### config.mk
export PLATFORM = sky130hd
export DESIGN_NAME = fpes_sequencer
export DESIGN_NICKNAME = d
export VERILOG_FILES = /design/src/fpes_pkg.sv /design/src/fpes_wr_if.sv /design/src/fpes_sequencer.sv /design/src/fpes_bus_cycle.sv
export VERILOG_INCLUDE_DIRS = /design/src
export SDC_FILE = /design/constraint.sdc
export NUM_CORES = 1
export LEC_CHECK = 0
export BUFFER_PORTS_ARGS = -buffer_cell sky130_fd_sc_hd__buf_2
export CORE_ASPECT_RATIO = 0.75
export CORE_MARGIN = 1
export CORE_UTILIZATION = 53
export CTS_BUF_LIST = sky130_fd_sc_hd__clkbuf_2 sky130_fd_sc_hd__clkbuf_4 sky130_fd_sc_hd__clkbuf_8
export CTS_CLUSTER_SIZE = 8
export DETAILED_ROUTE_END_ITERATION = 8
export GPL_ROUTABILITY_DRIVEN = 0
export MAX_ROUTING_LAYER = met4
export PLACE_DENSITY_LB_ADDON = 0.25
export SETUP_SLACK_MARGIN = 0.4
export SLEW_MARGIN = 5
export SYNTH_ARGS = -nofsm -noshare
export SYNTH_HDL_FRONTEND = slang
export SYNTH_HIERARCHICAL = 1
export SYNTH_SLANG_ARGS = --single-unit
export TNS_END_PERCENT = 30
### constraint.sdc
create_clock -name clk_i -period 2.85 [get_ports clk_i]
set_clock_uncertainty 0.15 [all_clocks]
set_input_delay 0 -clock clk_i [delete_from_list [all_inputs] [get_ports clk_i]]
set_output_delay 0 -clock clk_i [all_outputs]
set_load 0.02 [all_outputs]
### src/fpes_map.svh
// Purpose: Constants for the flash command sequencer (host side)
// Assumes: x16 parallel NOR flash, asynchronous write cycles
// Notes:   Command codes, unlock addresses, timing figures
// Operation
// - Bypass buffer abort uses full three-cycle reset
// - Unlock sectors before raising high voltage
// - Load, count minus one, pairs, then confirm
// - Poll last address; recheck polling on fail (code rechecks for buffer program only; erase fails at once)
// - Abort bit: abort reset; fail: plain reset
// - Prefer dedicated program suspend/resume codes
// - Keep resume-to-suspend interval before suspending
// - Chip erase is six bus writes
// - Extra sectors spaced under 50 us
`ifndef FPES_MAP_SVH
`define FPES_MAP_SVH
//------------------------------------------------------------
// Unlock addresses and data
//------------------------------------------------------------
`define FPES_UNLOCK_ADDR1   24'h000555
`define FPES_UNLOCK_ADDR2   24'h0002AA
`define FPES_UNLOCK_DATA1   16'h00AA
`define FPES_UNLOCK_DATA2   16'h0055
//------------------------------------------------------------
// Command codes
//------------------------------------------------------------
`define FPES_CMD_ERASE_SETUP  16'h0080
`define FPES_CMD_CHIP_ERASE   16'h0010
`define FPES_CMD_SECT_ERASE   16'h0030
`define FPES_CMD_WB_LOAD      16'h0025
`define FPES_CMD_WB_CONFIRM   16'h0029
`define FPES_CMD_ABORT_RESET  16'h00F0
`define FPES_CMD_RESET        16'h00F0
`define FPES_CMD_PGM_SUSPEND  16'h0051
`define FPES_CMD_PGM_RESUME   16'h0050
//------------------------------------------------------------
// Status bit positions
//------------------------------------------------------------
`define FPES_BIT_POLL     7
`define FPES_BIT_TOGGLE   6
`define FPES_BIT_FAIL     5
`define FPES_BIT_ETIMER   3
`define FPES_BIT_ABORT    1
//------------------------------------------------------------
// Timing, clock at 25 MHz
//------------------------------------------------------------
`define FPES_CLK_PERIOD_NS      40
`define FPES_SECT_GAP_US        50
`define FPES_SECT_GAP_CYC       ((`FPES_SECT_GAP_US*1000)/`FPES_CLK_PERIOD_NS - 1)
`define FPES_RES_SUS_US         5
`define FPES_RES_SUS_CYC        ((`FPES_RES_SUS_US*1000+`FPES_CLK_PERIOD_NS-1)/`FPES_CLK_PERIOD_NS)
`define FPES_WE_LOW_CYC         3'h2
`define FPES_WE_HIGH_CYC        3'h2
`endif

### src/fpes_pkg.sv
// Purpose: Types for the flash command sequencer
// Assumes: Used with fpes_map.svh
// Notes:   Operation and state encodings
package fpes_pkg;
  // Host-side operation requests
  typedef enum logic [2:0] {
    FPES_OP_CHIP_ERASE = 3'h0,
    FPES_OP_SECT_ERASE = 3'h1,
    FPES_OP_BUF_PROG   = 3'h2,
    FPES_OP_SUSPEND    = 3'h3,
    FPES_OP_RESUME     = 3'h4,
    FPES_OP_RESET      = 3'h5,
    FPES_OP_ABORT_RST  = 3'h6
  } fpes_op_t;
  // Sequencer states, one-hot
  typedef enum logic [6:0] {
    FPES_IDLE   = 7'h01,
    FPES_ISSUE  = 7'h02,
    FPES_DATA   = 7'h04,
    FPES_SECTW  = 7'h08,
    FPES_POLL   = 7'h10,
    FPES_RECHK  = 7'h20,
    FPES_DONE   = 7'h40
  } fpes_state_t;
endpackage : fpes_pkg

### src/fpes_wr_if.sv
// Purpose: Write-cycle request carrier between sequencer and pin driver
// Assumes: Single clock
// Notes:   req held until ack
`timescale 1ns/1ps
interface fpes_wr_if;
  logic        req;   // Write or read cycle requested
  logic        rd;    // High for a read cycle
  logic [23:0] addr;  // Cycle address
  logic [15:0] wdata; // Write data
  logic        ack;   // Cycle finished, one pulse
  logic [15:0] rdata; // Read data
  modport seq (output req, rd, addr, wdata, input ack, rdata);
  modport drv (input req, rd, addr, wdata, output ack, rdata);
endinterface : fpes_wr_if

### src/fpes_sequencer.sv
// Purpose: Host controller issuing program, erase, suspend sequences
// Assumes: Flash device on parallel pins, status via polling
// Notes:   Accel pin control is a user level gated by unlocked_i
`timescale 1ns/1ps
`include "fpes_map.svh"
module fpes_sequencer
  import fpes_pkg::*;
#(
  parameter int CNT_W    = 8,                 // Buffer count width
  parameter int MAX_WORDS = 128               // Write buffer size
)
(
  input  wire logic        clk_i,             // Clock, 25 MHz
  input  wire logic        reset_n_i,         // Async reset, active low
  input  wire logic        start_i,           // Start operation, pulse
  input  wire logic [2:0]  op_i,              // Operation code
  input  wire logic [23:0] sect_addr_i,       // Sector address
  input  wire logic [CNT_W-1:0] count_i,      // Words minus one
  input  wire logic        more_sect_i,       // Another sector follows
  input  wire logic        accel_en_i,        // Request high voltage
  input  wire logic        unlocked_i,        // Sectors unlocked
  input  wire logic [23:0] wr_addr_i,         // Buffer word address
  input  wire logic [15:0] wr_data_i,         // Buffer word data
  output logic             wr_ready_o,        // Ready for buffer word
  input  wire logic        wr_valid_i,        // Buffer word valid
  output logic             busy_o,            // Operation running
  output logic             done_o,            // Operation ended, pulse
  output logic             pass_o,            // Last operation passed
  output logic             fail_o,            // Timeout fail seen
  output logic             aborted_o,         // Buffer abort seen
  output logic             accel_hv_o,        // High voltage select
  output logic [23:0]      fl_addr_o,         // Flash address
  output logic [15:0]      fl_dq_o,           // Flash data out
  output logic             fl_dq_oe_o,        // Flash data enable
  input  wire logic [15:0] fl_dq_i,           // Flash data in
  output logic             fl_we_n_o,         // Flash write strobe
  output logic             fl_oe_n_o          // Flash output enable
);
  // Elaboration check: count register must hold the buffer size
  if (MAX_WORDS > (1 << CNT_W))
    $error("Count width too small");

  fpes_wr_if cyc ();
  fpes_bus_cycle u_cyc (
    .clk_i     (clk_i),
    .reset_n_i (reset_n_i),
    .cyc       (cyc),
    .addr_o    (fl_addr_o),
    .dq_o      (fl_dq_o),
    .dq_oe_o   (fl_dq_oe_o),
    .dq_i      (fl_dq_i),
    .we_n_o    (fl_we_n_o),
    .oe_n_o    (fl_oe_n_o)
  );

  //----------------------------------------------------------
  // Sequencer state
  //----------------------------------------------------------
  fpes_state_t       st_reg, st_next;       // Main state
  fpes_op_t          op_reg, op_next;       // Current operation
  logic [2:0]        idx_reg, idx_next;     // Step within sequence
  logic [CNT_W-1:0]  wc_reg, wc_next;       // Remaining load count
  logic [23:0]       sa_reg, sa_next;       // Selected sector
  logic [23:0]       la_reg, la_next;       // Last loaded address
  logic [15:0]       ld_reg, ld_next;       // Last loaded data
  logic [15:0]       gap_reg, gap_next;     // Sector gap timer
  logic [15:0]       rs_reg, rs_next;       // Resume-to-suspend timer
  logic              pass_reg, pass_next;   // Pass flag
  logic              fail_reg, fail_next;   // Fail flag
  logic              abt_reg, abt_next;     // Abort flag
  logic              done_reg, done_next;   // Done pulse
  logic              hv_reg, hv_next;       // High voltage select

  // Step table: address and data of unlock-style writes
  function automatic logic [39:0] step_word(input fpes_op_t op, input logic [2:0] i,
                                            input logic [23:0] sa);
    logic [39:0] w;
    case (i)
      3'h1, 3'h4: w = {`FPES_UNLOCK_ADDR2, `FPES_UNLOCK_DATA2};
      3'h2: w = (op == FPES_OP_BUF_PROG) ? {sa, `FPES_CMD_WB_LOAD}
              : (op == FPES_OP_ABORT_RST) ? {`FPES_UNLOCK_ADDR1, `FPES_CMD_ABORT_RESET}
              : {`FPES_UNLOCK_ADDR1, `FPES_CMD_ERASE_SETUP};
      3'h5: w = (op == FPES_OP_CHIP_ERASE) ? {`FPES_UNLOCK_ADDR1, `FPES_CMD_CHIP_ERASE}
              : {sa, `FPES_CMD_SECT_ERASE};
      default: w = {`FPES_UNLOCK_ADDR1, `FPES_UNLOCK_DATA1};
    endcase
    return w;
  endfunction : step_word

  // Index of last step per operation
  function automatic logic [2:0] step_last(input fpes_op_t op);
    case (op)
      FPES_OP_CHIP_ERASE, FPES_OP_SECT_ERASE: return 3'h5;
      FPES_OP_BUF_PROG, FPES_OP_ABORT_RST:    return 3'h2;
      default:                                return 3'h0;
    endcase
  endfunction : step_last

  logic [39:0] sw;   // Current step word
  always_comb sw = step_word(op_reg, idx_reg, sa_reg);

  // Next-state logic
  always_comb
  begin
    st_next   = st_reg;
    op_next   = op_reg;
    idx_next  = idx_reg;
    wc_next   = wc_reg;
    sa_next   = sa_reg;
    la_next   = la_reg;
    ld_next   = ld_reg;
    gap_next  = (gap_reg != 16'h0) ? gap_reg - 16'h1 : 16'h0;
    rs_next   = (rs_reg != 16'h0) ? rs_reg - 16'h1 : 16'h0;
    pass_next = pass_reg;
    fail_next = fail_reg;
    abt_next  = abt_reg;
    done_next = 1'b0;
    hv_next   = accel_en_i && unlocked_i;
    cyc.req   = 1'b0;
    cyc.rd    = 1'b0;
    cyc.addr  = sw[39:16];
    cyc.wdata = sw[15:0];
    wr_ready_o = 1'b0;
    case (st_reg)
      FPES_IDLE:
      begin
        if (start_i && !(op_i == FPES_OP_SUSPEND && rs_reg != 16'h0))
        begin
          op_next   = fpes_op_t'(op_i);
          sa_next   = sect_addr_i;
          wc_next   = count_i;
          idx_next  = 3'h0;
          pass_next = 1'b0;
          fail_next = 1'b0;
          abt_next  = 1'b0;
          st_next   = FPES_ISSUE;
        end
      end
      FPES_ISSUE:
      begin
        cyc.req = 1'b1;
        if (op_reg == FPES_OP_SUSPEND)
          cyc.wdata = `FPES_CMD_PGM_SUSPEND;
        else if (op_reg == FPES_OP_RESUME)
          cyc.wdata = `FPES_CMD_PGM_RESUME;
        else if (op_reg == FPES_OP_RESET)
          cyc.wdata = `FPES_CMD_RESET;
        if (cyc.ack)
        begin
          if (idx_reg != step_last(op_reg))
            idx_next = idx_reg + 3'h1;
          else if (op_reg == FPES_OP_BUF_PROG)
          begin
            idx_next = 3'h0;
            st_next  = FPES_DATA;
          end
          else if (op_reg == FPES_OP_SECT_ERASE)
          begin
            gap_next = 16'(`FPES_SECT_GAP_CYC);
            st_next  = FPES_SECTW;
          end
          else
          begin
            if (op_reg == FPES_OP_RESUME)
              rs_next = 16'(`FPES_RES_SUS_CYC);
            st_next = (op_reg == FPES_OP_CHIP_ERASE) ? FPES_POLL : FPES_DONE;
          end
        end
      end
      FPES_DATA:
      begin
        // idx 0: count word, 1: pairs, 2: confirm
        cyc.req = 1'b1;
        cyc.addr = sa_reg;
        if (idx_reg == 3'h0)
          cyc.wdata = 16'(wc_reg);
        else if (idx_reg == 3'h1)
        begin
          cyc.req    = wr_valid_i;
          wr_ready_o = cyc.ack;
          cyc.addr   = wr_addr_i;
          cyc.wdata  = wr_data_i;
        end
        else
          cyc.wdata = `FPES_CMD_WB_CONFIRM;
        if (cyc.ack)
        begin
          if (idx_reg == 3'h1)
          begin
            la_next = wr_addr_i;
            ld_next = wr_data_i;
            if (wc_reg == '0)
              idx_next = 3'h2;
            else
              wc_next = wc_reg - 1'b1;
          end
          else if (idx_reg == 3'h0)
            idx_next = 3'h1;
          else
            st_next = FPES_POLL;
        end
      end
      FPES_SECTW:
      begin
        // Append further sectors inside the accept window
        if (start_i && more_sect_i && gap_reg != 16'h0)
        begin
          sa_next  = sect_addr_i;
          idx_next = 3'h5;
          st_next  = FPES_ISSUE;
        end
        else if (!more_sect_i || gap_reg == 16'h0)
          st_next = FPES_POLL;
      end
      FPES_POLL, FPES_RECHK:
      begin
        cyc.req  = 1'b1;
        cyc.rd   = 1'b1;
        cyc.addr = (op_reg == FPES_OP_BUF_PROG) ? la_reg : sa_reg;
        if (cyc.ack)
        begin
          // Erase passes on polling bit high, buffer on polling bit equal to data
          if (cyc.rdata[`FPES_BIT_POLL] == (op_reg != FPES_OP_BUF_PROG || ld_reg[`FPES_BIT_POLL]))
          begin
            pass_next = 1'b1;
            st_next   = FPES_DONE;
          end
          else if (st_reg == FPES_RECHK || (op_reg != FPES_OP_BUF_PROG && cyc.rdata[`FPES_BIT_FAIL]))
          begin
            fail_next = 1'b1;
            st_next   = FPES_DONE;
          end
          else if (cyc.rdata[`FPES_BIT_FAIL])
            st_next = FPES_RECHK;
          else if (cyc.rdata[`FPES_BIT_ABORT])
          begin
            abt_next = 1'b1;
            st_next  = FPES_DONE;
          end
        end
      end
      FPES_DONE:
      begin
        done_next = 1'b1;
        st_next   = FPES_IDLE;
      end
      default: st_next = FPES_IDLE;
    endcase
  end

  // Registers
  always_ff @(posedge clk_i or negedge reset_n_i)
  begin
    if (!reset_n_i)
    begin
      st_reg   <= FPES_IDLE;
      op_reg   <= FPES_OP_RESET;
      idx_reg  <= 3'h0;
      wc_reg   <= '0;
      sa_reg   <= 24'h000000;
      la_reg   <= 24'h000000;
      ld_reg   <= 16'h0000;
      gap_reg  <= 16'h0000;
      rs_reg   <= 16'h0000;
      pass_reg <= 1'b0;
      fail_reg <= 1'b0;
      abt_reg  <= 1'b0;
      done_reg <= 1'b0;
      hv_reg   <= 1'b0;
    end
    else
    begin
      st_reg   <= st_next;
      op_reg   <= op_next;
      idx_reg  <= idx_next;
      wc_reg   <= wc_next;
      sa_reg   <= sa_next;
      la_reg   <= la_next;
      ld_reg   <= ld_next;
      gap_reg  <= gap_next;
      rs_reg   <= rs_next;
      pass_reg <= pass_next;
      fail_reg <= fail_next;
      abt_reg  <= abt_next;
      done_reg <= done_next;
      hv_reg   <= hv_next;
    end
  end

  // Outputs
  assign busy_o     = (st_reg != FPES_IDLE);
  assign done_o     = done_reg;
  assign pass_o     = pass_reg;
  assign fail_o     = fail_reg;
  assign aborted_o  = abt_reg;
  assign accel_hv_o = hv_reg;
endmodule : fpes_sequencer

### src/fpes_bus_cycle.sv
// Purpose: Drives one asynchronous bus cycle on the flash pins
// Assumes: Write strobe rising edge latches data
// Notes:   Fixed low and high phase lengths
`timescale 1ns/1ps
`include "fpes_map.svh"
module fpes_bus_cycle
  import fpes_pkg::*;
(
  input  wire logic clk_i,       // Clock
  input  wire logic reset_n_i,   // Async reset, active low
  fpes_wr_if.drv    cyc,         // Cycle requests
  output logic [23:0] addr_o,    // Flash address
  output logic [15:0] dq_o,      // Data out
  output logic        dq_oe_o,   // Data drive enable
  input  wire logic [15:0] dq_i, // Data in
  output logic        we_n_o,    // Write strobe
  output logic        oe_n_o     // Output enable strobe
);
  //----------------------------------------------------------
  // Phase counter and strobes
  //----------------------------------------------------------
  logic [1:0]  ph_reg, ph_next;       // 0 idle, 1 low, 2 high
  logic [2:0]  cnt_reg, cnt_next;     // Phase cycles
  logic [23:0] a_reg, a_next;         // Address
  logic [15:0] d_reg, d_next;         // Write data
  logic [15:0] r_reg, r_next;         // Read data
  logic        rd_reg, rd_next;       // Read cycle
  logic        ack_reg, ack_next;     // Done pulse

  // Next-state logic
  always_comb
  begin
    ph_next  = ph_reg;
    cnt_next = cnt_reg;
    a_next   = a_reg;
    d_next   = d_reg;
    r_next   = r_reg;
    rd_next  = rd_reg;
    ack_next = 1'b0;
    case (ph_reg)
      2'h0:
      begin
        if (cyc.req && !ack_reg)
        begin
          a_next   = cyc.addr;
          d_next   = cyc.wdata;
          rd_next  = cyc.rd;
          cnt_next = `FPES_WE_LOW_CYC;
          ph_next  = 2'h1;
        end
      end
      2'h1:
      begin
        if (cnt_reg == 3'h0)
        begin
          if (rd_reg)
            r_next = dq_i;
          cnt_next = `FPES_WE_HIGH_CYC;
          ph_next  = 2'h2;
        end
        else
          cnt_next = cnt_reg - 3'h1;
      end
      2'h2:
      begin
        if (cnt_reg == 3'h0)
        begin
          ack_next = 1'b1;
          ph_next  = 2'h0;
        end
        else
          cnt_next = cnt_reg - 3'h1;
      end
      default: ph_next = 2'h0;
    endcase
  end

  // Registers
  always_ff @(posedge clk_i or negedge reset_n_i)
  begin
    if (!reset_n_i)
    begin
      ph_reg  <= 2'h0;
      cnt_reg <= 3'h0;
      a_reg   <= 24'h000000;
      d_reg   <= 16'h0000;
      r_reg   <= 16'h0000;
      rd_reg  <= 1'b0;
      ack_reg <= 1'b0;
    end
    else
    begin
      ph_reg  <= ph_next;
      cnt_reg <= cnt_next;
      a_reg   <= a_next;
      d_reg   <= d_next;
      r_reg   <= r_next;
      rd_reg  <= rd_next;
      ack_reg <= ack_next;
    end
  end

  // Pin drive; rising strobe at low-to-high phase
  assign addr_o    = a_reg;
  assign dq_o      = d_reg;
  assign dq_oe_o   = (ph_reg != 2'h0) && !rd_reg;
  assign we_n_o    = !((ph_reg == 2'h1) && !rd_reg);
  assign oe_n_o    = !((ph_reg == 2'h1) && rd_reg);
  assign cyc.ack   = ack_reg;
  assign cyc.rdata = r_reg;
endmodule : fpes_bus_cycle

==> flow_summary.json <==
{
  "grt_antenna_before_repair": 0,
  "hp-class": "input port to async pin",
  "crit_type": "flip-flop to flip-flop",
  "tightest_slew_ns": 0.7752,
  "worstSetupEndpointType": "flip-flop",
  "grt_util_met1_pct": 38.12,
  "clkSlewWorstSetupHoldPaths_ns": 0.09,
  "viasPerCell": 5.958,
  "drt_iter0_markers": 844,
  "io_pins": 148,
  "numPortBuffers": 134,
  "required_ns": 3.06,
  "cp_cell_sequence": "or4b_2 > nor2_2 > inv_1 > buf_4 > a211oi_4 > buf_6 > buf_12 > mux2_2",
  "place_hpwl_um": 14630,
  "critPathMaxFanout": 9,
  "cap_violations": 0,
  "core_area_um2": 14690,
  "design_area_um2": 11050,
  "start_util_pct": 55.02,
  "setup_ws_ns": -0.05351,
  "row_count": 38,
  "synth.avg_cell_area_um2": 10.64,
  "p_leak_nw": 5.281,
  "syn-num-nets": 871,
  "cts.sinks": 157,
  "reg2reg_slack_ns": -0.05,
  "slew_violations": 0,
  "cp.arrival_ns": 3.11,
  "max_freq_ghz": 0.3444,
  "cts_made_buffers": 17,
  "busiest_layer": "met2",
  "grt_pass1_vias": 7030,
  "violations": "negative setup slack",
  "dieWidth_um": 144.6,
  "relSlewSlack_pct": 48.32,
  "cp-start-kind": "flip-flop",
  "rsz0062_at_grt": "true",
  "syn_inst": 760,
  "r2r_cells": 8,
  "finalHoldViolCount": 0,
  "worst_path_max_delay_cell": "dfstp_2",
  "rr_startpoint": "st_reg[0]",
  "fp.dieH_um": 109.0,
  "cts-root-buf": "clkbuf_8",
  "power_density_nw_per_um2": 912.1,
  "totalWireLength_um": 23970,
  "grt_start_max_net_pins": 83,
  "fin_crit_sh_pct": 101.9,
  "status": "finished, violations left",
  "synthesis.area_um2": 8084,
  "vdd.ir_drop.worst_mv": 0.4988,
  "diodes": 0,
  "grt_pass1_wl_um": 34470,
  "grt_overflow_total": 0,
  "dpl_worst_slack_ns": -0.03900,
  "min_period_ns": 2.904,
  "power_mw": 10.08,
  "insertion_delay_ns": 0.47,
  "drcViolationCount": 0,
  "ant_nets": 0,
  "fin_util_pct": 75.22,
  "r2r-end": "sa_reg[9]",
  "finalNetCount": 1127,
  "htreeDepth": 4,
  "clock_path_buffers": 2,
  "syn_to_final_growth_pct": 36.70,
  "cts_tree": "done",
  "grtUsageMet3_pct": 6.719,
  "yosysWarnings": 6,
  "die_area_um2": 15760,
  "place_area_um2": 9230,
  "cpPeakStageDelay_ns": 0.63,
  "met2_usage_pct": 46.12,
  "grtUsageTotal_pct": 29.56,
  "final-setup-viol-count": 24,
  "wire_per_inst_um": 19.50,
  "dr.pass1.iters": 8,
  "tns_ns": -0.7067,
  "dr_total_vias": 7322,
  "drive_above_1_share_pct": 36.25
}
worst max-delay path: cells and delay by family, from the launching register on:
| kind | cells | cell delay, ns |
|---|---|---|
| AO/OA/AOI/OAI | 1 | 0.31 |
| buffers and inverters | 4 | 0.56 |
| flip-flops | 1 | 0.63 |
| multiplexers | 1 | 0.34 |
| AND/OR/NAND/NOR | 2 | 0.80 |
how the worst max path moves through the flow:
stage,start,endpoint,slack [ns],depth (start not counted)
after global routing,rs_reg[8],sa_reg[4],-0.09,8
after detailed placement,rs_reg[8],sa_reg[7],-0.04,7
after global placement,rs_reg[8],sa_reg[21],-0.005,7
after floorplan,rs_reg[8],sa_reg[10],-0.08,7
after CTS,rs_reg[8],sa_reg[9],0.006,8
final,st_reg[0],sa_reg[9],-0.05,8
power breakdown:
part           internal, mW  total [mW]  leakage [nW]  switching [mW]
clock network         0.716        1.66         0.186           0.943
logic                  2.37        4.71          3.11            2.34
registers              2.97        3.71          1.99           0.739
routing by layer:
metal	vias up	wire length, um
met5	-	0
met4	0	595
met3	69	2054
met2	410	11180
met1	3590	10140
li1	3253	-
cells in the final DEF, fill, tap and decap left out, drive strengths merged, types with 8 or more instances in the layout:
master         n
nand2         77
o21ai         39
and2          11
xor2          11
nand3         15
or3            8
a222oi        13
nor4          11
buf          189
dlygate4sd3   83
ha            13
nor2          57
mux2          98
dfrtp        154
clkbuf        19
a21oi         22
inv           36
xnor2         20
nor3          22
timing repair:
item	4_1_cts	5_1_grt
setup buffers	4	15
hold buffers	83	0
pin swaps	1	21
hold endpoints to repair	232	0
resized for setup	6	88
gates cloned	1	2
setup endpoints to repair	105	108
layout make-up:
type	count	area (um^2)
sequential	157	3935
inverter	34	131.4
timing repair buffer	274	2107
multi-input combinational	532	4232
clock inverter	15	161.4
tap	200	250.2
clock buffer	17	234.0
fill	924	3641
metrics by stage:
| step | hold WS (ns) | instances |
|---|---|---|
| floorplan | -0.4456 | 760 |
| global placement | -0.04921 | 1092 |
| detailed placement | -0.04270 | 1092 |
| CTS | 0.03654 | 1212 |
| global route | 0.06740 | 1229 |
| finish | 0.01426 | 1229 |
No activity file was read; power rests on OpenSTA's default activity.
